===== config.mk =====
export PLATFORM = sky130hd
export DESIGN_NAME = fess_ctrl
export DESIGN_NICKNAME = d
export VERILOG_FILES = /design/src/shared/fess_pkg.sv /design/src/design/fess_ctrl.sv /design/src/design/fess_bus_cycle.sv
export SDC_FILE = /design/constraint.sdc
export NUM_CORES = 1
export LEC_CHECK = 0
export ABC_AREA = 1
export BUFFER_PORTS_ARGS = -buffer_cell sky130_fd_sc_hd__buf_2
export CORE_UTILIZATION = 30
export CTS_CLUSTER_SIZE = 28
export DETAILED_ROUTE_END_ITERATION = 16
export SKIP_CTS_REPAIR_TIMING = 1
export SLEW_MARGIN = 20
export SYNTH_ARGS = -nofsm -noshare
export SYNTH_HDL_FRONTEND = slang
export SYNTH_SLANG_ARGS = --single-unit

===== constraint.sdc =====
create_clock -name sys_clk -period 2.7 [get_ports sys_clk]
set_input_delay 0.81 -clock sys_clk [delete_from_list [all_inputs] [get_ports sys_clk]]
set_output_delay 0.81 -clock sys_clk [all_outputs]
set_load 0.01 [all_outputs]

===== src/shared/fess_pkg.sv =====
// constants shared by the flash erase/suspend host controller
package fess_pkg;
  localparam int ADDR_W = 19;
  localparam int DATA_W = 8;
  // software register offsets (byte addresses)
  localparam logic [3:0] CTRL_OFF = 4'h0;
  localparam logic [3:0] ADDR_OFF = 4'h4;
  localparam logic [3:0] DATA_OFF = 4'h8;
  localparam logic [3:0] STAT_OFF = 4'hc;
  // control word operation codes, bits [2:0]
  localparam logic [2:0] OP_NONE = 3'h0;
  localparam logic [2:0] OP_ERASE = 3'h1;
  localparam logic [2:0] OP_SUSPEND = 3'h2;
  localparam logic [2:0] OP_RESUME = 3'h3;
  localparam logic [2:0] OP_RESET = 3'h4;
  localparam logic [2:0] OP_PROG = 3'h5;
  localparam logic [2:0] OP_READ = 3'h6;
  // status word fields
  localparam int ST_BUSY = 0;
  localparam int ST_PEND = 1;
  localparam int ST_PHASE_LO = 2;
  localparam int ST_REFUSED = 4;
  localparam int ST_FSTAT_LO = 8;
  localparam int ST_RDATA_LO = 16;
  // device command bytes and fixed address
  localparam logic [7:0] CMD_SETUP = 8'h80;
  localparam logic [7:0] CMD_CHIP_ERASE = 8'h10;
  localparam logic [7:0] CMD_SUSPEND = 8'hb0;
  localparam logic [7:0] CMD_RESUME = 8'h30;
  localparam logic [18:0] SETUP_ADDR = 19'h05555;
  // device status bit positions
  localparam int POLL_BIT = 7;
  localparam int TOGGLE_A = 6;
  localparam int FAIL_BIT = 5;
  localparam int TIMEOUT_BIT = 3;
  localparam int TOGGLE_B = 2;
  // timing
  localparam int CLK_NS = 25;
  localparam int WE_PULSE_NS = 50;
  localparam int RD_ACCESS_NS = 100;
  localparam int RECOVER_NS = 30;
  localparam int SUSP_MIN_NS = 100;
  localparam int SUSP_MAX_NS = 15000;
  localparam int WE_PULSE_CYC = (WE_PULSE_NS + CLK_NS - 1) / CLK_NS;
  localparam int RD_ACCESS_CYC = (RD_ACCESS_NS + CLK_NS - 1) / CLK_NS;
  localparam int RECOVER_CYC = (RECOVER_NS + CLK_NS - 1) / CLK_NS;
  localparam int SUSP_MIN_CYC = (SUSP_MIN_NS + CLK_NS - 1) / CLK_NS;
  localparam int SUSP_MAX_CYC = SUSP_MAX_NS / CLK_NS;
endpackage


===== src/design/fess_ctrl.sv =====
// host controller for chip erase, suspend, resume and status polling
// Operation
// - erase starts with two unlock writes then 80h at 5555h.
// - two more unlock writes then 10h begin the chip erase.
// - a failed erase is cleared only by a read_reset command.
// - erase_suspend is one B0h write, honoured only while erasing.
// - suspended: only resume, program, read and read_reset; program outside erased blocks.
// - resume_cmd is one 30h write at any address.
`timescale 1ns/100ps
module fess_ctrl #(
  parameter logic [18:0] UNLOCK1_ADDR = 19'h05555,
  parameter logic [7:0] UNLOCK1_DATA = 8'haa,
  parameter logic [18:0] UNLOCK2_ADDR = 19'h02aaa,
  parameter logic [7:0] UNLOCK2_DATA = 8'h55,
  parameter logic [7:0] READ_RESET_CODE = 8'hf0,
  parameter logic [7:0] PROGRAM_CODE = 8'ha0
) (
  input wire logic sys_clk,
  input wire logic reset_n,
  input wire logic [3:0] reg_addr,
  input wire logic [31:0] reg_wdata,
  input wire logic reg_wr,
  input wire logic reg_rd,
  output logic [31:0] reg_rdata,
  input wire logic supply_low,
  output logic [18:0] fl_addr,
  output logic [7:0] fl_dq_o,
  output logic fl_dq_oe,
  input wire logic [7:0] fl_dq_i,
  output logic fl_ce_n,
  output logic fl_we_n,
  output logic fl_oe_n
);
  typedef enum logic [2:0] {ST_IDLE, ST_SEQ, ST_SEQ_WAIT, ST_POLL,
    ST_POLL_WAIT} fess_state_e;
  typedef enum logic [1:0] {PH_READY, PH_ERASING, PH_SUSPENDED, PH_FAILED}
    fess_phase_e;

  fess_state_e state_r;
  fess_phase_e phase_r;
  logic [2:0] op_r;
  logic [2:0] step_r;
  logic [18:0] addr_r;
  logic [7:0] data_r;
  logic pend_r;
  logic [2:0] pend_op_r;
  logic refused_r;
  logic [7:0] fstat_r;
  logic [7:0] rdata_r;
  logic prev_tog_r;
  logic prev_vld_r;
  logic [9:0] timer_r;
  logic bus_start_r;
  logic bus_wr_r;
  logic [18:0] bus_addr_r;
  logic [7:0] bus_wdata_r;
  logic bus_done;
  logic [7:0] bus_rdata;
  logic take;
  logic reject;
  logic ctrl_wr;
  logic stopped;

  // number of flash cycles each operation issues
  function automatic logic [2:0] seq_len(input logic [2:0] op);
    case (op)
      fess_pkg::OP_ERASE: seq_len = 3'h6;
      fess_pkg::OP_PROG: seq_len = 3'h4;
      default: seq_len = 3'h1;
    endcase
  endfunction

  // address and data of each flash cycle
  function automatic logic [26:0] seq_word(input logic [2:0] op,
    input logic [2:0] step, input logic [18:0] a, input logic [7:0] d);
    logic [26:0] u1;
    logic [26:0] u2;
    u1 = {UNLOCK1_ADDR, UNLOCK1_DATA};
    u2 = {UNLOCK2_ADDR, UNLOCK2_DATA};
    seq_word = {a, d};
    case (op)
      fess_pkg::OP_ERASE: begin
        case (step)
          3'h0, 3'h3: seq_word = u1;
          3'h1, 3'h4: seq_word = u2;
          3'h2: seq_word = {fess_pkg::SETUP_ADDR, fess_pkg::CMD_SETUP};
          default: seq_word = {a, fess_pkg::CMD_CHIP_ERASE};
        endcase
      end
      fess_pkg::OP_PROG: begin
        case (step)
          3'h0: seq_word = u1;
          3'h1: seq_word = u2;
          3'h2: seq_word = {fess_pkg::SETUP_ADDR, PROGRAM_CODE};
          default: seq_word = {a, d};
        endcase
      end
      fess_pkg::OP_SUSPEND: seq_word = {a, fess_pkg::CMD_SUSPEND};
      fess_pkg::OP_RESUME: seq_word = {a, fess_pkg::CMD_RESUME};
      fess_pkg::OP_RESET: seq_word = {a, READ_RESET_CODE};
      default: seq_word = {a, d};
    endcase
  endfunction

  // which orders the device will honour in each phase
  function automatic logic allowed(input fess_phase_e ph,
    input logic [2:0] op, input logic low);
    allowed = 1'b0;
    if (!(low && op != fess_pkg::OP_READ)) begin
      case (ph)
        PH_READY: allowed = (op != fess_pkg::OP_SUSPEND) &&
                            (op != fess_pkg::OP_RESUME);
        PH_ERASING: allowed = (op == fess_pkg::OP_SUSPEND) ||
                              (op == fess_pkg::OP_RESET);
        PH_SUSPENDED: allowed = (op == fess_pkg::OP_RESUME) ||
                                (op == fess_pkg::OP_PROG) ||
                                (op == fess_pkg::OP_READ) ||
                                (op == fess_pkg::OP_RESET);
        PH_FAILED: allowed = (op == fess_pkg::OP_RESET) ||
                             (op == fess_pkg::OP_READ);
        default: allowed = 1'b0;
      endcase
    end
  endfunction

  assign ctrl_wr = reg_wr && (reg_addr == fess_pkg::CTRL_OFF) &&
                   (reg_wdata[2:0] != fess_pkg::OP_NONE);
  // a running erase may be interrupted between status reads
  assign take = pend_r && ((state_r == ST_IDLE) || ((state_r == ST_POLL) &&
                (op_r == fess_pkg::OP_ERASE || op_r == fess_pkg::OP_RESUME)));
  assign reject = take && !allowed(phase_r, pend_op_r, supply_low);
  assign stopped = prev_vld_r && (bus_rdata[fess_pkg::TOGGLE_A] == prev_tog_r);

  always_ff @(posedge sys_clk or negedge reset_n) begin
    if (!reset_n) begin
      addr_r <= 19'h00000;
      data_r <= 8'h00;
    end else if (reg_wr && reg_addr == fess_pkg::ADDR_OFF) begin
      addr_r <= reg_wdata[18:0];
    end else if (reg_wr && reg_addr == fess_pkg::DATA_OFF) begin
      data_r <= reg_wdata[7:0];
    end
  end

  always_ff @(posedge sys_clk or negedge reset_n) begin
    if (!reset_n) begin
      pend_r <= 1'b0;
      pend_op_r <= fess_pkg::OP_NONE;
    end else if (ctrl_wr && !pend_r) begin
      pend_r <= 1'b1;
      pend_op_r <= reg_wdata[2:0];
    end else if (take) begin
      pend_r <= 1'b0;
    end
  end

  // sticky refusal; a new refusal wins over a software clear
  always_ff @(posedge sys_clk or negedge reset_n) begin
    if (!reset_n) begin
      refused_r <= 1'b0;
    end else if (reject || (ctrl_wr && pend_r)) begin
      refused_r <= 1'b1;
    end else if (reg_wr && reg_addr == fess_pkg::STAT_OFF &&
                 reg_wdata[fess_pkg::ST_REFUSED]) begin
      refused_r <= 1'b0;
    end
  end

  always_ff @(posedge sys_clk or negedge reset_n) begin
    if (!reset_n) begin
      state_r <= ST_IDLE;
      phase_r <= PH_READY;
      op_r <= fess_pkg::OP_NONE;
      step_r <= 3'h0;
      fstat_r <= 8'h00;
      rdata_r <= 8'h00;
      prev_tog_r <= 1'b0;
      prev_vld_r <= 1'b0;
      timer_r <= 10'h000;
      bus_start_r <= 1'b0;
      bus_wr_r <= 1'b0;
      bus_addr_r <= 19'h00000;
      bus_wdata_r <= 8'h00;
    end else begin
      bus_start_r <= 1'b0;
      if (timer_r != 10'h3ff) begin
        timer_r <= timer_r + 10'h001;
      end
      if (take && !reject) begin
        op_r <= pend_op_r;
        step_r <= 3'h0;
        state_r <= ST_SEQ;
      end else begin
        case (state_r)
          ST_SEQ: begin
            bus_start_r <= 1'b1;
            bus_wr_r <= (op_r != fess_pkg::OP_READ);
            {bus_addr_r, bus_wdata_r} <= seq_word(op_r, step_r, addr_r,
                                                  data_r);
            state_r <= ST_SEQ_WAIT;
          end
          ST_SEQ_WAIT: begin
            if (bus_done) begin
              prev_vld_r <= 1'b0;
              timer_r <= 10'h000;
              if (step_r + 3'h1 < seq_len(op_r)) begin
                step_r <= step_r + 3'h1;
                state_r <= ST_SEQ;
              end else begin
                case (op_r)
                  fess_pkg::OP_ERASE, fess_pkg::OP_RESUME: begin
                    phase_r <= PH_ERASING;
                    state_r <= ST_POLL;
                  end
                  fess_pkg::OP_SUSPEND, fess_pkg::OP_PROG:
                    state_r <= ST_POLL;
                  fess_pkg::OP_RESET: begin
                    phase_r <= PH_READY;
                    state_r <= ST_IDLE;
                  end
                  default: begin
                    rdata_r <= bus_rdata;
                    state_r <= ST_IDLE;
                  end
                endcase
              end
            end
          end
          ST_POLL: begin
            bus_start_r <= 1'b1;
            bus_wr_r <= 1'b0;
            bus_addr_r <= addr_r;
            state_r <= ST_POLL_WAIT;
          end
          ST_POLL_WAIT: begin
            if (bus_done) begin
              fstat_r <= bus_rdata;
              prev_tog_r <= bus_rdata[fess_pkg::TOGGLE_A];
              prev_vld_r <= 1'b1;
              state_r <= ST_POLL;
              case (op_r)
                fess_pkg::OP_SUSPEND: begin
                  if ((stopped && timer_r >= 10'(fess_pkg::SUSP_MIN_CYC)) ||
                      timer_r >= 10'(fess_pkg::SUSP_MAX_CYC)) begin
                    phase_r <= PH_SUSPENDED;
                    state_r <= ST_IDLE;
                  end
                end
                fess_pkg::OP_PROG: begin
                  if (stopped) begin
                    state_r <= ST_IDLE;
                  end
                end
                default: begin
                  if (stopped) begin
                    // erased data reads ffh, fail bit included, so a
                    // failure also needs the poll bit still low
                    phase_r <= (bus_rdata[fess_pkg::FAIL_BIT] &&
                                !bus_rdata[fess_pkg::POLL_BIT]) ?
                               PH_FAILED : PH_READY;
                    state_r <= ST_IDLE;
                  end
                end
              endcase
            end
          end
          default: state_r <= ST_IDLE;
        endcase
      end
    end
  end

  always_ff @(posedge sys_clk or negedge reset_n) begin
    if (!reset_n) begin
      reg_rdata <= 32'h00000000;
    end else if (reg_rd) begin
      case (reg_addr)
        fess_pkg::ADDR_OFF: reg_rdata <= {13'h0000, addr_r};
        fess_pkg::DATA_OFF: reg_rdata <= {24'h000000, data_r};
        fess_pkg::STAT_OFF: reg_rdata <= {8'h00, rdata_r, fstat_r, 3'h0,
          refused_r, phase_r, pend_r, (state_r != ST_IDLE)};
        default: reg_rdata <= 32'h00000000;
      endcase
    end else begin
      reg_rdata <= 32'h00000000;
    end
  end

  fess_bus_cycle u_cycle (
    .sys_clk(sys_clk),
    .reset_n(reset_n),
    .start(bus_start_r),
    .wr(bus_wr_r),
    .addr(bus_addr_r),
    .wdata(bus_wdata_r),
    .done(bus_done),
    .rdata(bus_rdata),
    .fl_addr(fl_addr),
    .fl_dq_o(fl_dq_o),
    .fl_dq_oe(fl_dq_oe),
    .fl_dq_i(fl_dq_i),
    .fl_ce_n(fl_ce_n),
    .fl_we_n(fl_we_n),
    .fl_oe_n(fl_oe_n)
  );
endmodule


===== src/design/fess_bus_cycle.sv =====
// one write or read cycle on the flash pins
`timescale 1ns/100ps
module fess_bus_cycle (
  input wire logic sys_clk,
  input wire logic reset_n,
  input wire logic start,
  input wire logic wr,
  input wire logic [18:0] addr,
  input wire logic [7:0] wdata,
  output logic done,
  output logic [7:0] rdata,
  output logic [18:0] fl_addr,
  output logic [7:0] fl_dq_o,
  output logic fl_dq_oe,
  input wire logic [7:0] fl_dq_i,
  output logic fl_ce_n,
  output logic fl_we_n,
  output logic fl_oe_n
);
  typedef enum logic [1:0] {BC_IDLE, BC_SETUP, BC_PULSE, BC_RECOV}
    fess_bc_e;
  fess_bc_e st_r;
  logic wr_r;
  logic [2:0] cnt_r;

  always_ff @(posedge sys_clk or negedge reset_n) begin
    if (!reset_n) begin
      st_r <= BC_IDLE;
      wr_r <= 1'b0;
      cnt_r <= 3'h0;
      done <= 1'b0;
      rdata <= 8'h00;
      fl_addr <= 19'h00000;
      fl_dq_o <= 8'h00;
      fl_dq_oe <= 1'b0;
      fl_ce_n <= 1'b1;
      fl_we_n <= 1'b1;
      fl_oe_n <= 1'b1;
    end else begin
      done <= 1'b0;
      case (st_r)
        BC_IDLE: begin
          if (start) begin
            // address and data settle before the strobe falls
            wr_r <= wr;
            fl_addr <= addr;
            fl_dq_o <= wdata;
            fl_dq_oe <= wr;
            fl_ce_n <= 1'b0;
            st_r <= BC_SETUP;
          end
        end
        BC_SETUP: begin
          // address taken on the falling edge of write enable
          fl_we_n <= !wr_r;
          fl_oe_n <= wr_r;
          cnt_r <= wr_r ? 3'(fess_pkg::WE_PULSE_CYC - 1) :
                          3'(fess_pkg::RD_ACCESS_CYC - 1);
          st_r <= BC_PULSE;
        end
        BC_PULSE: begin
          if (cnt_r != 3'h0) begin
            cnt_r <= cnt_r - 3'h1;
          end else begin
            // data taken on the rising edge, held one more cycle
            fl_we_n <= 1'b1;
            fl_oe_n <= 1'b1;
            if (!wr_r) begin
              rdata <= fl_dq_i;
            end
            cnt_r <= 3'(fess_pkg::RECOVER_CYC);
            st_r <= BC_RECOV;
          end
        end
        BC_RECOV: begin
          fl_ce_n <= 1'b1;
          fl_dq_oe <= 1'b0;
          if (cnt_r != 3'h0) begin
            cnt_r <= cnt_r - 3'h1;
          end else begin
            done <= 1'b1;
            st_r <= BC_IDLE;
          end
        end
        default: st_r <= BC_IDLE;
      endcase
    end
  end
endmodule


# Word-level counts from Yosys, hierarchy flattened
# Cells that the tools add are included.
word_totals:
  memories: 0
  romBits: 0
  elab_cells: 223
  latch_bits: 0
  ramBits: 0
  regBits: 178
  out_inout_bits: 63
op_classes:
  n_lt_le_gt_ge: 3
  add_sub_neg: 3
  n_eq_ne: 46
  n_shift: 0
  mux: 65
  n_bitwise: 6
  reduce_logical: 70
  div_mod_pow: 0
  multipliers: 0
ops:
  columns: ["operator", "count"]
  rows:
  - ["27-bit one-hot mux with 3 select lines", 2]
  - ["27-bit one-hot mux with 5 select lines", 1]
  - ["24-bit one-hot mux with 3 select lines", 1]
  - ["10-bit two-way mux", 4]
  - ["3-bit two-way mux", 13]
  - ["19-bit one-hot mux with 2 select lines", 1]
  - ["32-bit two-way mux", 1]
  - ["2-bit two-way mux", 14]
  - ["3-bit by 2-bit equality test with 1-bit output (second input constant)", 8]
  - ["3-bit equality test (second input constant)", 7]
  - ["2-bit nonzero test", 9]
  - ["1-bit logical AND", 17]
  - ["2-bit AND reduction", 8]
  - ["3-bit by 2-bit != test with 1-bit output (second input constant)", 5]
  - ["1-bit two-way mux", 14]
  - ["3-bit != test (second input constant)", 4]
  - ["1-bit one-hot mux with 2 select lines", 6]
  - ["2-bit one-hot mux with 2 select lines", 3]
  - ["3-bit one-hot mux with 4 select lines", 1]
  - ["3-bit AND reduction", 4]
  - ["3-bit nonzero test", 4]
  - ["10-bit by 1-bit adder with 10-bit output (second input constant)", 1]
  - ["10-bit >= comparator (second input constant)", 1]
  - ["10-bit by 3-bit >= comparator with 1-bit output (second input constant)", 1]
  - ["28 further kinds", 63]

# Longest topological paths before layout
logic_depth:
  word_depth: 16
  mapped_depth: 13
  depth_no_buf: 13

# Modules after synthesis
# Synthesis repeated with hierarchy kept, for this count alone.
unflattened:
  cells_unflattened: 974
  area_unflattened_um2: 8084.0
modules_own_cells:
  columns: ["module", "area_per_inst_um2", "seq_area_each_um2", "n_inst", "cells_each"]
  rows:
  - ["fess_ctrl", 6084.6, 3078.0, 1, 750]
  - ["fess_bus_cycle", 1999.4, 1154.9, 1, 224]

# Worst setup path after synthesis
# No wires, ideal clock.
synth_path:
  path_kind: "flip-flop to flip-flop"
  from: "register step_r[0]"
  to: "register rdata_r[5]"
  slack_ns: 0.698
  period_less_slack_ns: 2.002
  required_time_ns: 2.574
  setup_time_ns: 0.126
  path_stages_with_launch: 10
  arrival_ns: 1.876
  cell_sequence: "dfrtp_1 -> ha_1 -> ha_1 -> inv_1 -> ha_1 -> a21oi_1 -> nand2_1 -> nand3_2 -> buf_2 -> o21ai_0"
synth_between:
  elab_chain_len: 4
synth_rtl:
  columns: ["item", "line_no", "rtl"]
  rows:
  - ["from (decl)", "fess_ctrl.sv:42", "logic [2:0] step_r;"]
  - ["from (signal assigned)", "fess_ctrl.sv:207", "step_r <= step_r + 3'h1;"]
  - ["3-bit by 1-bit adder with 3-bit output", "fess_ctrl.sv:206", "if (step_r + 3'h1 < seq_len(op_r)) begin"]
  - ["3-bit < comparator", "fess_ctrl.sv:206", null]
  - ["1-bit inverter (no source line)", null, null]
  - ["5-bit AND reduction (no source line)", null, null]
  - ["to (signal assigned)", "fess_ctrl.sv:222", "rdata_r <= bus_rdata;"]
  - ["to (decl)", "fess_ctrl.sv:49", "logic [7:0] rdata_r;"]
# No other way between the ends.
# A chain may end at the register's enable or synchronous reset.

# Worst setup path after layout
layout_path:
  from: "register step_r[0]"
  to: "register rdata_r[1]"
# The elaborated chain is that of the path after synthesis.

==> summary.txt <==
Outcome
  – Status: complete, no violations

Logic synthesis
  – Mapped Area: 0.00797 sq mm
  – Mux contribution to synthesized area: 0.00848
  – Syn Inst Count: 986
  – Post-synth top area cell: dfrtp_1
  – Synth Area per Inst: 8.08 sq um
  – Synth Area in Simple Gates: 0.249
  – Yosys reg bits: 169
  – Synth cell types: 38
  – Yosys top cell area share: 0.521
  – Post-Synth Adder-Cell Area: 0.0235
  – Main combinational cell family by area after synthesis: simple AND/OR/NAND/NOR gates
  – Synth area leaders: dfrtp_1, nand2_1, o21ai_0, inv_1, nor2_1
  – Complex-gate fraction of the synthesized area: 0.105
  – Synth Area in XOR/XNOR: 0.00330
  – Post-synthesis sequential area ratio: 0.531
  – YS warnings: 0

Critical path
  – CP Capture Type: register
  – CP Data Arrival Time: 2.58 ns
  – CP Class: register to register
  – Crit path largest cell delay: 0.45 ns
  – Critical Path, Cell by Cell: ha_1 > ha_1 > inv_1 > ha_1 > nand3_1 > nand2_1 > nand3_2 > o21ai_0
  – Worst path most repeated cell: ha_1
  – Req. time, crit path: 3.06 ns
  – Worst-path fanout max: 16
  – Critical Path Source Type: register
  – Worst reg2reg path depth: 8
  – Critical Path Slowest Stage Cell: dfrtp_1

Timing
  – Max-slew headroom: 0.542
  – Worst Skew: 0.0131 ns
  – # setup viols final: 0
  – Fin crit share: 0.824
  – RSZ-0062 raised after global routing: false
  – Final-report hold violation count: 0
  – Minimum clock period: 2.22 ns
  – Pins over their slew limit: 0
  – Fmax achieved: 450 MHz
  – Worst-Margin Slew: 0.687 ns
  – Setup tns final: 0 ns

Power
  – Leak: 0.00500 uW
  – Max VDD drop: 354 uV
  – Power per Cell Area: 799 mW/mm^2

Floorplan
  – Core Box Area: 0.0261 sq mm
  – Initial core utilization: 0.306
  – Die footprint: 0.0272 sq mm
  – Rows: 59
  – Chip width: 165 um
  – I/O Pins: 112
  – DIE HEIGHT: 165 um

Detailed routing
  – Via density: 4.54
  – Final antenna-violating net count: 0
  – WL per Instance: 13.5 um
  – Drt pass-1 iters: 6
  – Post-route DRC: 0
  – Drt total wl: 19.3 mm
  – Via count: 6,488
  – Initial DRC count: 402

Clock network
  – Num CTS Buffers: 17
  – Clock Sinks: 169
  – Root Buffer: clkbuf_16
  – Max clock buf depth: 2
  – Clock Pin Slew Worst Setup and Hold Paths: 0.07 ns
  – Worst skew pair latency: 0.44 ns
  – H-tree levels: 4
  – CTS tree: done

Cells and area
  – Synthesis-to-finish area growth: 17.6%
  – FF+latch area: 0.00423 sq mm
  – Final non-filler cell total: 1,429
  – Layout cells sized above 1: 0.147
  – Area of the multi-input gates: 0.00314 sq mm
  – Fillers: 2,688
  – Most frequent cells in the layout: nand2_1, dfrtp_1, inv_1, buf_2, o21ai_0
  – Commonest non-fill, non-tap cell in the layout: nand2_1
  – Final Net Count: 1,144

Run
  – Maximum capacitance violations: 0

Global routing
  – GRT overflow: 0
  – Total track usage: 0.151
  – Initial antenna violation count: 1
  – First-pass GRT wire length: 31.5 mm
  – Largest net degree at the start of global routing: 66
  – Number of global-route vias before repair: 6,056

Place
  – GPL Wtd Cong: 0.874
  – Post-DP HPWL: 14.4 mm
  – Buffers added on ports: 90
  – Post-Place Cells: 1,396

Hold path
  – Worst Hold Class: primary input to asynchronous set/reset pin
[cells by family (layout without fill, tap and decap cells)]
group | after synthesis | count (layout)
simple gates | 482 | 482
flops | 169 | 169
mux | 6 | 6
compound gates | 160 | 160
buf+inv | 150 | 250
xor+xnor | 3 | 3
fa+ha+maj | 15 | 15
other cells | 1 | 9
[through the flow]
stage	hold slack (ns)	utilization	total power, uW	instance area (sq um)	worst slack, ns
after floorplan	0.442	-	4460	8000	0.698
after global placement	0.460	0.336	4980	8770	0.414
after detailed placement	0.457	0.336	5020	8770	0.395
after CTS	0.333	0.360	7540	9370	0.456
after global routing	0.351	0.360	7960	9370	0.257
final	0.313	0.360	7490	9370	0.476
[synthesized netlist by cell type, drive strengths merged]
cell / number
mux2: 6
clkbuf: 14
conb: 1
xor2: 3
dfrtp: 166
inv: 120
buf: 15
a21oi: 46
o22ai: 1
nor3: 6
nand4: 5
a31oi: 2
nand3b: 1
o221ai: 2
nand3: 42
a211o: 1
clkinv: 1
nand2: 355
o21ai: 100
dfstp: 3
nor2: 73
ha: 15
a211oi: 2
o31ai: 1
o211ai: 5
[registers in the layout, indices dropped and copies added, names as in the netlist, 8 cells and up]
name             cells
rdata_r              8
u_cycle.rdata        8
reg_rdata           24
u_cycle.fl_dq_o      8
fstat_r              8
bus_wdata_r          8
timer_r             10
addr_r              19
data_r               8
u_cycle.fl_addr     19
bus_addr_r          19
[layout make-up]
| class | instances | area share |
|---|---|---|
| sequential | 169 | 0.452 |
| multi-input combinational | 674 | 0.335 |
| timing repair buffer | 97 | 0.0557 |
| inverter | 121 | 0.0487 |
| clock buffer | 17 | 0.0454 |
| tap | 335 | 0.0447 |
| clock inverter | 15 | 0.0190 |
| antenna | 1 | 0.000267 |
[per-layer routing]
| metal | global-route usage | part of all wire |
|---|---|---|
| met5 | 0 | 0 |
| met4 | 0.0421 | 0.013 |
| met3 | 0.0354 | 0.058 |
| met2 | 0.215 | 0.42 |
| met1 | 0.224 | 0.51 |
[final timing paths]
check,start,to,slack (ns)
setup reg to reg,step_r[0]$_DFFE_PN0P_,rdata_r[1]$_DFFE_PN0P_,0.48
hold / removal,reset_n,u_cycle.st_r[0]$_DFFE_PN0P_,0.31
max in group asynchronous,reset_n,pend_r$_DFFE_PN0P_,1.66
hold reg to reg,u_cycle.fl_addr[4]$_DFFE_PN0P_,u_cycle.fl_addr[4]$_DFFE_PN0P_,0.47
min in group sys_clk,u_cycle.fl_addr[4]$_DFFE_PN0P_,u_cycle.fl_addr[4]$_DFFE_PN0P_,0.47
setup / recovery,step_r[0]$_DFFE_PN0P_,rdata_r[1]$_DFFE_PN0P_,0.48
[critical path: cells and delay by family (launching register included)]
kind | cells | cell delay (ns)
AOI/OAI and AO/OA | 1 | 0.28
buffers and inverters | 1 | 0.05
adders and majority gates | 3 | 0.82
and+or+nand+nor | 3 | 0.55
DFF | 1 | 0.45
[report_power, final]
| part | total, uW | switching, uW | internal, uW |
|---|---|---|---|
| Clock | 2510 | 1110 | 1400 |
| Sequential | 3230 | 301 | 2930 |
| Combinational | 1740 | 1160 | 586 |
| Total | 7490 | 2570 | 4920 |
(Power assumes the default switching activity.)
